[src/hub_b_err_consts.vh]
/*
 * Constants for the link B error logging block: register offsets,
 * field positions, reset values and masks.
 * Assumes inclusion by bare name from the design files.
 */
`ifndef HUB_B_ERR_CONSTS_VH
`define HUB_B_ERR_CONSTS_VH

// Printed offsets (byte addresses on the bus)
`define OFS_FIRST_ERR 8'h80
`define OFS_NEXT_ERR 8'h82
`define OFS_SERR_EN 8'ha0
`define OFS_MGMT_EN 8'ha2
`define OFS_CTRL_EN 8'ha4
`define OFS_IRQ_STAT 8'hb0
`define OFS_IRQ_MASK 8'hb4

// Error flag positions
`define BIT_RX_SERR 6
`define BIT_MABORT 5
`define BIT_TABORT 4
`define BIT_CE_HDR 3
`define BIT_CE_DATA 2
`define BIT_UE_HDR 1
`define BIT_UE_DATA 0

`define ERR_W 7
`define REG_RESET 8'h00
`define LOG_VALID 8'h7f
`define SERR_VALID 8'h3f
`define IRQ_W 3
`define IRQ_VALID 8'h07
`define IRQ_SERR 0
`define IRQ_MGMT 1
`define IRQ_CTRL 2

`endif

[src/err_sync.v]
/*
 * Two-flop synchroniser for a bank of level inputs.
 * Assumes inputs are asynchronous to clk.
 */
`timescale 1ns/1ps
module err_sync #(
    parameter W = 7
) (
    input wire clk,
    input wire rst,
    input wire ce,
    input wire [W-1:0] d,
    output reg [W-1:0] q
);
    reg [W-1:0] meta_q;

    always @(posedge clk)
    begin
        if (rst)
        begin
            meta_q <= {W{1'b0}};
            q <= {W{1'b0}};
        end
        else if (ce)
        begin
            meta_q <= d;
            q <= meta_q;
        end
    end
endmodule

[src/msg_gen.v]
/*
 * Turns flag/enable pairs into a one-cycle message pulse on the rise
 * of any enabled flag. Assumes flags and enables are synchronous.
 */
`timescale 1ns/1ps
module msg_gen #(
    parameter W = 7
) (
    input wire clk,
    input wire rst,
    input wire ce,
    input wire [W-1:0] flags,
    input wire [W-1:0] enables,
    output reg pulse
);
    reg [W-1:0] prev_q;
    wire [W-1:0] active;

    assign active = flags & enables;

    always @(posedge clk)
    begin
        if (rst)
        begin
            prev_q <= {W{1'b0}};
            pulse <= 1'b0;
        end
        else if (ce)
        begin
            prev_q <= active;
            pulse <= |(active & ~prev_q);
        end
    end
endmodule

[src/hub_b_error_reporting.v]
/*
 * Link B error logging and message routing with an Avalon-MM slave.
 * Assumes error inputs are asynchronous levels or pulses held for at
 * least one clk cycle; one clock domain; synchronous active-high reset.
 */
// The Avalon-MM register port was left to the implementer.
`timescale 1ns/1ps
`include "hub_b_err_consts.vh"

//Contract
// - Next-error log records all later errors
// - Flags clear only on write one
// - Received system error sets bit six
// - Invalid address master abort sets bit five
// - Target abort on own cycle sets four
// - Correctable header/data errors set three, two
// - Uncorrectable header/data errors set one, zero
// - System error enables bits five to zero
// - Received system error never makes system error
// - Management interrupt enables bits six to zero
// - Control interrupt enables bits six to zero
// - First-error log holds only first error
module hub_b_error_reporting (
    input wire clk,
    input wire rst,
    input wire ce,
    input wire err_rx_serr,
    input wire err_mabort,
    input wire err_tabort,
    input wire err_ce_hdr,
    input wire err_ce_data,
    input wire err_ue_hdr,
    input wire err_ue_data,
    input wire [7:0] avs_address,
    input wire avs_read,
    input wire avs_write,
    input wire [31:0] avs_writedata,
    input wire [3:0] avs_byteenable,
    output reg [31:0] avs_readdata,
    output wire avs_waitrequest,
    output reg avs_response_err,
    output wire system_error,
    output wire management_interrupt,
    output wire control_interrupt,
    output wire irq
);
    wire [`ERR_W-1:0] err_raw;
    wire [`ERR_W-1:0] err_s;
    reg [`ERR_W-1:0] err_prev_q;
    wire [`ERR_W-1:0] err_evt;

    reg [7:0] first_q;
    reg [7:0] next_q;
    reg [7:0] serr_en_q;
    reg [7:0] mgmt_en_q;
    reg [7:0] ctrl_en_q;
    reg [7:0] irq_stat_q;
    reg [7:0] irq_mask_q;

    reg ack_q;
    wire wr_go;
    wire rd_go;
    wire [7:0] wbyte;
    wire [`ERR_W-1:0] logged;
    wire [`IRQ_W-1:0] msg_pulse;

    // Byte address decode helper
    function is_reg;
        input [7:0] a;
        input [7:0] ofs;
        begin
            is_reg = (a == ofs);
        end
    endfunction

    function mapped;
        input [7:0] a;
        begin
            mapped = is_reg(a, `OFS_FIRST_ERR) | is_reg(a, `OFS_NEXT_ERR)
                | is_reg(a, `OFS_SERR_EN) | is_reg(a, `OFS_MGMT_EN)
                | is_reg(a, `OFS_CTRL_EN) | is_reg(a, `OFS_IRQ_STAT)
                | is_reg(a, `OFS_IRQ_MASK);
        end
    endfunction

    assign err_raw[`BIT_RX_SERR] = err_rx_serr;
    assign err_raw[`BIT_MABORT] = err_mabort;
    assign err_raw[`BIT_TABORT] = err_tabort;
    assign err_raw[`BIT_CE_HDR] = err_ce_hdr;
    assign err_raw[`BIT_CE_DATA] = err_ce_data;
    assign err_raw[`BIT_UE_HDR] = err_ue_hdr;
    assign err_raw[`BIT_UE_DATA] = err_ue_data;

    err_sync #(
        .W(`ERR_W)
    ) u_sync (
        .clk(clk),
        .rst(rst),
        .ce(ce),
        .d(err_raw),
        .q(err_s)
    );

    // Rising edge of a synchronised error level is one event
    always @(posedge clk)
    begin
        if (rst)
            err_prev_q <= {`ERR_W{1'b0}};
        else if (ce)
            err_prev_q <= err_s;
    end

    assign err_evt = err_s & ~err_prev_q;

    // Bus: one wait cycle, answer at the second edge
    assign wr_go = ce & avs_write & ack_q;
    assign rd_go = ce & avs_read & ack_q;
    assign avs_waitrequest = (avs_read | avs_write) & ~ack_q;
    assign wbyte = avs_byteenable[0] ? avs_writedata[7:0] : `REG_RESET;

    always @(posedge clk)
    begin
        if (rst)
            ack_q <= 1'b0;
        else if (ce)
            ack_q <= (avs_read | avs_write) & ~ack_q;
    end

    // First/next error capture
    reg [7:0] first_d;
    reg [7:0] next_d;
    reg [7:0] first_clr;
    reg [7:0] next_clr;
    reg [7:0] pick;
    integer i;

    always @*
    begin
        first_clr = `REG_RESET;
        next_clr = `REG_RESET;
        if (wr_go && is_reg(avs_address, `OFS_FIRST_ERR))
            first_clr = wbyte;
        if (wr_go && is_reg(avs_address, `OFS_NEXT_ERR))
            next_clr = wbyte;
        // Lowest pending event is the one the first log keeps
        pick = `REG_RESET;
        for (i = `ERR_W - 1; i >= 0; i = i - 1)
        begin
            if (err_evt[i])
                pick = 8'h01 << i;
        end
        first_d = first_q & ~first_clr;
        next_d = next_q & ~next_clr;
        if (first_q == `REG_RESET)
        begin
            first_d = pick;
            next_d = next_d | ({1'b0, err_evt} & ~pick);
        end
        else
        begin
            // Set wins over clear for later events
            next_d = next_d | {1'b0, err_evt};
        end
        first_d = first_d & `LOG_VALID;
        next_d = next_d & `LOG_VALID;
    end

    always @(posedge clk)
    begin
        if (rst)
        begin
            first_q <= `REG_RESET;
            next_q <= `REG_RESET;
        end
        else if (ce)
        begin
            first_q <= first_d;
            next_q <= next_d;
        end
    end

    // Enable masks
    always @(posedge clk)
    begin
        if (rst)
        begin
            serr_en_q <= `REG_RESET;
            mgmt_en_q <= `REG_RESET;
            ctrl_en_q <= `REG_RESET;
            irq_mask_q <= `REG_RESET;
        end
        else if (wr_go)
        begin
            if (is_reg(avs_address, `OFS_SERR_EN) && avs_byteenable[0])
                serr_en_q <= wbyte & `SERR_VALID;
            if (is_reg(avs_address, `OFS_MGMT_EN) && avs_byteenable[0])
                mgmt_en_q <= wbyte & `LOG_VALID;
            if (is_reg(avs_address, `OFS_CTRL_EN) && avs_byteenable[0])
                ctrl_en_q <= wbyte & `LOG_VALID;
            if (is_reg(avs_address, `OFS_IRQ_MASK) && avs_byteenable[0])
                irq_mask_q <= wbyte & `IRQ_VALID;
        end
    end

    assign logged = first_q[`ERR_W-1:0] | next_q[`ERR_W-1:0];

    // Message generators, one per message type
    wire [`ERR_W-1:0] en_bank [0:`IRQ_W-1];
    assign en_bank[`IRQ_SERR] = serr_en_q[`ERR_W-1:0];
    assign en_bank[`IRQ_MGMT] = mgmt_en_q[`ERR_W-1:0];
    assign en_bank[`IRQ_CTRL] = ctrl_en_q[`ERR_W-1:0];

    genvar g;
    generate
        for (g = 0; g < `IRQ_W; g = g + 1)
        begin : gen_msg
            msg_gen #(
                .W(`ERR_W)
            ) u_msg (
                .clk(clk),
                .rst(rst),
                .ce(ce),
                .flags(logged),
                .enables(en_bank[g]),
                .pulse(msg_pulse[g])
            );
        end
    endgenerate

    assign system_error = msg_pulse[`IRQ_SERR];
    assign management_interrupt = msg_pulse[`IRQ_MGMT];
    assign control_interrupt = msg_pulse[`IRQ_CTRL];

    // Sticky message status, write one to clear, set wins
    reg [7:0] stat_clr;
    always @*
    begin
        stat_clr = `REG_RESET;
        if (wr_go && is_reg(avs_address, `OFS_IRQ_STAT))
            stat_clr = wbyte;
    end

    always @(posedge clk)
    begin
        if (rst)
            irq_stat_q <= `REG_RESET;
        else if (ce)
            irq_stat_q <= ((irq_stat_q & ~stat_clr)
                | {5'h00, msg_pulse}) & `IRQ_VALID;
    end

    assign irq = |(irq_stat_q & irq_mask_q);

    // Read data and error response
    always @(posedge clk)
    begin
        if (rst)
        begin
            avs_readdata <= 32'h0000_0000;
            avs_response_err <= 1'b0;
        end
        else if (ce)
        begin
            avs_response_err <= 1'b0;
            if ((avs_read | avs_write) && !ack_q)
            begin
                avs_response_err <= ~mapped(avs_address);
                avs_readdata <= 32'h0000_0000;
                case (avs_address)
                    `OFS_FIRST_ERR: avs_readdata[7:0] <= first_q;
                    `OFS_NEXT_ERR: avs_readdata[7:0] <= next_q;
                    `OFS_SERR_EN: avs_readdata[7:0] <= serr_en_q;
                    `OFS_MGMT_EN: avs_readdata[7:0] <= mgmt_en_q;
                    `OFS_CTRL_EN: avs_readdata[7:0] <= ctrl_en_q;
                    `OFS_IRQ_STAT: avs_readdata[7:0] <= irq_stat_q;
                    `OFS_IRQ_MASK: avs_readdata[7:0] <= irq_mask_q;
                    default: avs_readdata <= 32'h0000_0000;
                endcase
            end
        end
    end
endmodule

[config.mk]
export PLATFORM = sky130hd
export DESIGN_NAME = hub_b_error_reporting
export DESIGN_NICKNAME = d
export VERILOG_FILES = /design/src/err_sync.v /design/src/msg_gen.v /design/src/hub_b_error_reporting.v
export VERILOG_INCLUDE_DIRS = /design/src
export SDC_FILE = /design/constraint.sdc
export NUM_CORES = 1
export LEC_CHECK = 0
export CAP_MARGIN = 20
export CORE_MARGIN = 3
export CORE_UTILIZATION = 45
export CTS_CLUSTER_SIZE = 25
export DETAILED_ROUTE_END_ITERATION = 10
export DONT_BUFFER_PORTS = 1
export PLACE_DENSITY = 0.59
export SKIP_CTS_REPAIR_TIMING = 1
export SLEW_MARGIN = 0
export SYNTH_ARGS = -nofsm -noshare
export SYNTH_HDL_FRONTEND = slang
export SYNTH_SLANG_ARGS = --single-unit
[constraint.sdc]
create_clock -name clk -period 1.83 [get_ports clk]
set_input_delay 0.183 -clock clk [delete_from_list [all_inputs] [get_ports clk]]
set_output_delay 0.183 -clock clk [all_outputs]
set_load 0.02 [all_outputs]
After elaboration in Yosys (flattened, before gate mapping)
Cells that the tools add are included.

Register bits after elaboration: 95. Input port bits: 56. Output and inout bits: 38. Logic and storage cells: 96.

Eq/ne operators: 7. Mux-type cells: 15. Bitwise logic cells: 36. Reductions and logical operators: 19.

Operators by type and width (count): 7-bit two-way mux (12); 7-bit bitwise AND (9); 8-bit equality test, second input constant (7); 7-bit inverter (7); 7-bit case mux with 7 select lines (1); 7-bit bitwise OR (3); 7-bit OR reduction (3); 2-bit AND reduction (5); 1-bit logical AND (8); 8-bit zero test (1); 8-bit OR reduction (1); 7-bit by 6-bit bitwise AND with 7-bit output (1); 1-bit bitwise OR (7); 3-bit bitwise AND (2); 1-bit bitwise AND (3); 3-bit two-way mux (1); 3-bit inverter (1); 3-bit bitwise OR (1); 1-bit inverter (2); 1-bit zero test (1); 1-bit two-way mux (1).

Longest topological paths before layout
Gate-level depths: netlist (run 1).

Depth in word-level cells: 13. Depth in mapped cells: 6. Depth with buffers taken out: 4.

Modules after synthesis
A second synthesis (run 1) with hierarchy kept.

Cells, all modules: 507. Area, all modules: 4633.2 um2.

By module, submodules not included: hub_b_error_reporting (instances 1, cells each 330, area an instance 2976.6 um2, seq. area each 1121.1 um2); msg_gen (instances 3, cells each 44, area an instance 382.9 um2, seq. area each 160.2 um2); err_sync (instances 1, cells each 45, area an instance 508.0 um2, seq. area each 280.3 um2).

Worst setup path after synthesis (run 1)
No wires, ideal clock.

Kind: input to register. Start: input avs_address[1]. End: register first_q[3]. Data arrival time: 1.696 ns. Slack: 0.019 ns. Stages on the path: 5. Cells stage by stage: or4_4 -> or4_1 -> buf_2 -> o211a_1 -> a31o_1.

Word-level cells in the longest chain between the ends: 6.

Ends and longest elaborated chain: start: declaration (line hub_b_error_reporting.v:34) `input wire [7:0] avs_address,`; 8-bit equality test (line hub_b_error_reporting.v:72) `is_reg = (a == ofs);`; 1-bit logical AND (line hub_b_error_reporting.v:141) `` if (wr_go && is_reg(avs_address, `OFS_FIRST_ERR)) ``; 7-bit two-way mux (line hub_b_error_reporting.v:141); 7-bit inverter (line hub_b_error_reporting.v:152) `first_d = first_q & ~first_clr;`; 7-bit bitwise AND (line hub_b_error_reporting.v:152); 7-bit two-way mux (line hub_b_error_reporting.v:154) `` if (first_q == `REG_RESET) ``; end signal: assignment (line hub_b_error_reporting.v:172) `` first_q <= `REG_RESET; ``; end signal: assignment (line hub_b_error_reporting.v:177) `first_q <= first_d;`; end: declaration (line hub_b_error_reporting.v:52) `reg [7:0] first_q;`.

No other way between the ends. A chain may end at the register's enable or synchronous reset.

Final worst setup path (run 1)
Start: register ack_q. End: register first_q[5].

Word-level cells in the longest chain between the ends: 6.

Ends and longest elaborated chain: start: declaration (line hub_b_error_reporting.v:60) `reg ack_q;`; start signal: assignment (line hub_b_error_reporting.v:126) `ack_q <= (avs_read | avs_write) & ~ack_q;`; 1-bit bitwise AND (line hub_b_error_reporting.v:116) `assign wr_go = ce & avs_write & ack_q;`; 1-bit logical AND (line hub_b_error_reporting.v:141); 7-bit two-way mux (line hub_b_error_reporting.v:141); 7-bit inverter (line hub_b_error_reporting.v:152); 7-bit bitwise AND (line hub_b_error_reporting.v:152); 7-bit two-way mux (line hub_b_error_reporting.v:154).

No other way between the ends.

==> results.txt, run 1 <==
The run finished, with violations left. The checks that failed: hold timing. For the overall global routing resource usage, the log shows 20.4%. The run gives 343 uV as the worst vdd rail ir drop. Registers are responsible for 54.7% of the overall power. The logs give 2.85 mW for the internal power summed over all cells and -0.0253 ns for the minimum setup slack after placement.

The tools report the core area as 9420 um^2. After synthesis, the cell types taking the most area are dfxtp_1 42%, mux2i_1 13%, o21ai_0 4.6%, nor2_1 4.6%, buf_4 4.2%. Summing the sequential cell areas from Yosys gives 41.9% of the chip area.

Clock-pin slew was measured on the worst setup and hold paths at 0.09 ns. In the routed layout, each cell is associated on average with a via count of 5.67. Max-cap violations in this run came to 0. The headroom to the max-slew limit is 32.7%. In the synthesized netlist, the cells that appear most often are 93 x dfxtp_1, 56 x mux2i_1, 54 x nor2_1. Once detail routing completed, the nets flagged for antenna violations numbered 0. The tools report the number of clock sinks seen by CTS as 93. The run gives 0 as the number of pins exceeding their max-slew limit in the final report. The synthesis-to-layout area growth is 9.98%, and the number of unique standard cell types used by synthesis is 49. Buffers placed on the I/O ports in this run total 0. The tools report the placed instance area as 4490 um^2.

The tools report the sort of element at the end of the critical path as a flop. By instance count, the leading cell after synthesis is dfxtp_1. The number of synthesized register bits came out at 93.

The largest net degree at the start of global routing was 83; the final worst-path setup slack was 0.140 ns. The logs give 4440 um^2 for the combined area of all synthesized cells and 5 for the number of optimization iterations in the first detailed-route pass. Dividing total power by cell area gives a power density of 783 nW/um^2.

Detailed placement finished with a half-perimeter wire length of 7.79 mm. The tools report the net load switching power as 0.973 mW. TritonCTS built the clock tree. Power consumption: 3.82 mW.

The logs give 195 for the count of routing violations after the opening detailed-route iteration and 35 for the number of core rows. The pin slew with the least headroom to its limit came out at 1.01 ns. The cell area after layout was 4880 um^2; the worst clock skew on the final layout was 0.0136 ns. The overall die area was 11100 um^2; the peak fanout along the critical path was 5.

At the later pin of the worst-skew pair, clock insertion delay measures 0.36 ns. The number of global-route vias before repair was 3423. Summed over all instances, the cell type with the most area after synthesis is dfxtp_1. The aggregate negative setup slack was 0 ns; the synthesized area per cell was 8.76 um^2.

Routability-driven placement finished with a final weighted congestion of 0.800. The clock passes through at most 2 buffers. The critical path startpoint category is a flop. The total number of vias is 3687. Setup violations remaining at the end of the flow were counted as 0. The critical path is of the flop to flop type. The class of the worst hold path is primary input to flop. The initial antenna violation count came out at 0. The shortest clock period the worst path allows after layout works out to 1.69 ns. The count of flip-flops with a built-in enable after synthesis was 0; the routed wire length was 11.6 mm.

The final critical-path share of the clock period is 92.3%, and the number of inserted diodes is 0. The post-route netlist has 8.64% of its cells at a drive strength greater than 1. The TritonCTS buffer count is 9, and the timing-limited maximum frequency is 592 MHz. The die is 105 um tall.

The width of the die came out at 105 um. After the last flow step, the layout net total stands at 572. The clock network is responsible for 37.5% of the overall power. The first-pass GRT wire length was 18.0 mm; the worst endpoint required time was 2.07 ns. The cell count after synthesis was 507. For this run, the number of Yosys warnings is 0.

For this configuration, the core starts out at a cell density of 47.1%. Among all flip-flop cells after synthesis, the most frequent one is dfxtp_1. In this run the static leakage power is 1.97 nW. At the worst endpoint, the arrival time is 1.92 ns.

The final hold violation count came out at 7. The mean routed wirelength per cell is 17.8 um. The logs give -0.0321 ns for the worst hold slack across all endpoints and 0 for the number of remaining DRC errors. The H-tree generated during clock tree synthesis spans 3 levels. After synthesis, the largest area contributor takes up 41.9% of total cell area. Per report_power, the combinational group accounts for 7.8% of the total. The count of pins on the block boundary is 94, and the fraction of registers with async set or reset after synthesis is 0%.

Cell chosen for the clock root: clkbuf_8. Net switching is 25.5% of the power. Setup repair after global routing left no endpoint under its margin.

Global routing finished with a remaining overflow of 0.
-- power groups by stage --
stage / Clock [mW] / Combinational, mW / Sequential [mW]
finish: 1.43 / 0.298 / 2.09
floorplan: 0 / 0.290 / 2.12
global placement: 0 / 0.216 / 2.14
CTS: 1.46 / 0.219 / 2.09
detailed placement: 0 / 0.219 / 2.14
global route: 1.56 / 0.329 / 2.09
-- flip-flops by register name, summed over array words and instances (netlist names) --
register / flops
avs_readdata: 7
next_q: 7
irq_stat_q: 3
serr_en_q: 6
irq_mask_q: 3
err_prev_q: 7
u_sync.meta_q: 7
first_q: 7
gen_msg.u_msg.pulse: 3
avs_response_err: 1
gen_msg.u_msg.prev_q: 20
u_sync.q: 7
mgmt_en_q: 7
ctrl_en_q: 7
ack_q: 1
-- cells by family after synthesis --
kind of cell / share of synthesized area [%]
AOI/OAI and AO/OA: 18.2
buffers and inverters: 8.12
DFF: 41.9
muxes: 13.6
other: 0.0845
and+or+nand+nor: 18.0
-- worst max-delay path: stages (launching register included) --
cell,delay (ns)
dfxtp_1,0.39
nand4_1,0.16
or4_1,0.58
buf_4,0.19
o211ai_1,0.14
o21ai_0,0.10
-- path summary, 6_finish.rpt --
kind / from / depth (start not counted) / end / slack, ns
worst max register to register: ack_q$_SDFFE_PP0P_ / 5 / first_q[5]$_SDFFE_PP0P_ / 0.14
worst min-delay path: avs_writedata[5] / 2 / mgmt_en_q[5]$_SDFFE_PP0P_ / -0.03
worst min register to register: gen_msg[2].u_msg.prev_q[0]$_SDFFE_PP0P_ / 2 / gen_msg[2].u_msg.prev_q[0]$_SDFFE_PP0P_ / 0.48
worst max-delay path: ack_q$_SDFFE_PP0P_ / 5 / first_q[5]$_SDFFE_PP0P_ / 0.14
-- per-stage QoR --
stage	util [%]	instances
2_1_floorplan	-	531
3_3_place_gp	47.7	617
3_5_place_dp	47.7	617
4_1_cts	49.9	633
5_1_grt	51.9	650
6_report	51.9	650
-- cells in the final DEF, fill, tap and decap left out, types with 15 or more instances in the layout --
| master | n |
|---|---|
| dfxtp_1 | 93 |
| a21oi_1 | 35 |
| o21ai_0 | 41 |
| nand2_1 | 26 |
| dlygate4sd3_1 | 16 |
| mux2i_1 | 56 |
| o211ai_1 | 22 |
| nand2b_1 | 23 |
| conb_1 | 25 |
| nor2_1 | 54 |
| buf_4 | 15 |
-- routing by layer --
layer	GRT usage, %	wire [um]	share of wire [%]
met2	30.6	5120	44
met4	9.37	333	2.9
met5	0	0	0
met3	4.78	664	5.7
met1	27.7	5450	47
-- layout make-up --
class	instances	area, um^2
Clock buffer	10	138
Clock inverter	6	68.8
Fill cell	880	4530
Inverter	12	45.0
Multi-Input combinational cell	368	2310
Sequential cell	93	1860
Tap cell	129	161
Timing Repair Buffer	32	300
No activity file was read; power rests on OpenSTA's default activity.
==> run 2: changes to the inputs <==
--- a/config.mk
+++ b/config.mk
@@ -7,7 +7,6 @@
 export NUM_CORES = 1
 export LEC_CHECK = 0
 export CAP_MARGIN = 20
-export CORE_MARGIN = 3
 export CORE_UTILIZATION = 45
 export CTS_CLUSTER_SIZE = 25
 export DETAILED_ROUTE_END_ITERATION = 10
==> run 2 against run 1 <==
Sequential power about the same; combinational power is 3% higher; critical path type unchanged; register-to-register slack improved by 0.03 ns; the flow still finishes with violations (hold timing); cell area increased by 0.64%; flip-flop and latch count is the same; highest routed layer unchanged; via count is 0.76% lower; clock power down 10%; die area decreased by 7.5%; largest power group unchanged.
==> results.txt, run 2 (same netlist as run 1, synthesis figures left out) <==
The kind of critical path was flop to flop (unchanged). The number of remaining DRC errors was 0 (unchanged). TritonCTS built the clock tree.

The overall global routing resource usage was 22.1% (was 20.4%); the worst clock skew on the final layout was 0.00929 ns (was 0.0136 ns). For the total half-perimeter wirelength after legalization and detailed placement, the log shows 7.48 mm (was 7.79 mm). The number of stages on the worst hold path is 2 (unchanged). The maximum buffer depth of the clock tree is 2 (unchanged), and the aggregate negative setup slack is 0 ns (unchanged).

The class of the worst hold path is primary input to flop (unchanged). The source-to-sink clock delay at the later pin of the worst-skew pair was 0.36 ns (about the same). Setup repair after global routing left no endpoint under its margin. The shortest clock period the worst path allows after layout was 1.66 ns (was 1.69 ns).

The worst hold slack across all endpoints was -0.0276 ns (was -0.0321 ns); the final net count was 579 (was 572). The logs give 13 (was 7) for the final hold violation count and 601 MHz (was 592 MHz) for the timing-limited maximum frequency. For the number of optimization iterations in the first detailed-route pass, the log shows 4 (was 5). The hold path startpoint was avs_writedata[4] (was avs_writedata[5]). Total number of vias: 3659 (was 3687). The total congestion overflow was 0 (unchanged); the number of global-route vias before repair was 3265 (was 3423). The run finished, with violations left. The run gives 93 (unchanged) as the number of clock sinks seen by CTS.

Most frequent standard cell in the layout excluding fill and tap cells: dfxtp_1 (unchanged). The headroom to the max-slew limit came out at 60.2% (was 32.7%). The TritonCTS buffer count came out at 9 (unchanged). Pin slew with the least headroom to its limit: 0.594 ns (was 1.01 ns). The peak fanout along the critical path was 5 (unchanged); the die height was 101 um (was 105 um).

The per-cell via count in the routed design came out at 5.57 (was 5.67). The logs give 1.91 ns (was 1.92 ns) for the data arrival at the endpoint of the critical path and 0 (unchanged) for the post-detailed-route count of antenna-violating nets. The leakage power summed over all cells was 1.97 nW (about the same); the number of pins exceeding their max-slew limit in the final report was 0 (unchanged).

The final critical-path share of the clock period works out to 91.0% (was 92.3%). The run gives 0 (unchanged) as the final number of setup-violating endpoints. For the reported max-cap violation count, the log shows 0 (unchanged). The initial antenna violation count was 0 (unchanged); the clock transition at the register clock pins on the worst setup and hold paths after CTS was 0.09 ns (about the same). The register with the highest flop count was gen_msg.u_msg.prev_q (unchanged).

The flip-flop count of the largest register, all copies and words added works out to 20 (unchanged). Violated checks: hold timing (unchanged). The initial standard-cell utilization of the core is 47.1% (unchanged), and the worst vdd rail ir drop is 324 uV (was 343 uV). For the final cell count without fillers, the log shows 657 (was 650). The tools report the count of routing violations after the opening detailed-route iteration as 215 (was 195). The final worst-path setup slack was 0.165 ns (was 0.140 ns); the first-pass GRT wire length was 17.2 mm (was 18.0 mm). The count of pins on the block boundary is 94 (unchanged), and the number of buffers inserted by port buffering is 0 (unchanged).

The overall die area is 10300 um^2 (was 11100 um^2), and the synthesis-to-layout area growth is 10.7% (was 9.98%). Width of the die: 101 um (was 105 um). The cell chosen for the clock root was clkbuf_8 (unchanged). The logs give 35 (unchanged) for the number of core rows and 3 (unchanged) for the H-tree depth reported by CTS.

The critical path startpoint category was a flop (unchanged). For the minimum setup slack after placement, the log shows -0.0323 ns (was -0.0253 ns). Most used cells in the layout excluding fill and tap cells: 93 x dfxtp_1, 56 x mux2i_1, 54 x nor2_1, 41 x o21ai_0, 35 x a21oi_1 (unchanged). The number of inserted diodes was 0 (unchanged).

The sort of element at the end of the critical path is a flop (unchanged). The register-to-register setup slack was 0.17 ns (was 0.14 ns); the power per cell area was 747 nW/um^2 (was 783 nW/um^2). The endpoint of the worst hold path is serr_en_q[4]$_SDFFE_PP0P_ (was mgmt_en_q[5]$_SDFFE_PP0P_).

The largest net degree at the start of global routing is 83 (unchanged). The share of final-layout standard cells stronger than drive strength 1 came out at 8.90% (was 8.64%). The tools report the endpoint of the most critical register-to-register path as first_q[0]$_SDFFE_PP0P_ (was first_q[5]$_SDFFE_PP0P_). The tools report the routed wire length as 11.4 mm (was 11.6 mm). The mean routed wirelength per cell is 17.3 um (was 17.8 um). The worst endpoint required time was 2.08 ns (was 2.07 ns).

The routability congestion estimate is 0.807 (was 0.800). The length in cells of the worst reg-to-reg path was 5 (unchanged). The core area was 9420 um^2 (unchanged). The critical register-to-register path startpoint was ack_q$_SDFFE_PP0P_ (unchanged). The total instance count after detailed placement is 621 (was 617).
[run 2: per-stage QoR]
step / instance area (um^2) / power (mW) / util, %
floorplan: 4530 / 2.41 / -
global placement: 4520 / 2.36 / 48.0
detailed placement: 4520 / 2.36 / 48.0
CTS: 4700 / 3.63 / 49.9
global route: 4910 / 3.84 / 52.2
finish: 4910 / 3.67 / 52.2
[run 2: worst max-delay path by stage]
stage	to	from	cells past startpoint	slack [ns]
after floorplan	first_q[3]$_SDFFE_PP0P_	avs_address[1]	5	0.02
after global placement	first_q[0]$_SDFFE_PP0P_	avs_address[1]	5	-0.04
after detailed placement	first_q[0]$_SDFFE_PP0P_	avs_address[1]	5	-0.03
after CTS	first_q[0]$_SDFFE_PP0P_	ack_q$_SDFFE_PP0P_	5	0.16
after global routing	first_q[4]$_SDFFE_PP0P_	ack_q$_SDFFE_PP0P_	5	0.06
final	first_q[0]$_SDFFE_PP0P_	ack_q$_SDFFE_PP0P_	5	0.17
[run 2: critical path, cell delays in order (launching register included)]
cell and delay, ns:
dfxtp_1 0.37, nand4_1 0.16, or4_1 0.57, buf_4 0.19
o211ai_1 0.16, o21ai_0 0.10
[run 2: cell type report]
class | count | area, um^2
clock buffer | 12 | 145
timing repair buffer | 39 | 360
sequential | 93 | 1860
tap | 129 | 161
multi-input combinational | 368 | 2310
inverter | 12 | 45.0
fill | 913 | 4500
clock inverter | 4 | 32.5
[run 2: routing by layer]
layer	vias up	wire, um	global-route usage, %
li1	1795	-	-
met1	1715	5350	30.1
met2	123	4930	33.7
met3	26	628	4.21
met4	0	450	10.6
met5	-	0	0
[run 2: power breakdown]
| part | internal [mW] | leakage (nW) | switching, mW |
|---|---|---|---|
| logic | 0.122 | 1.14 | 0.185 |
| registers | 2.05 | 0.752 | 0.0331 |
| clock network | 0.540 | 0.0832 | 0.739 |
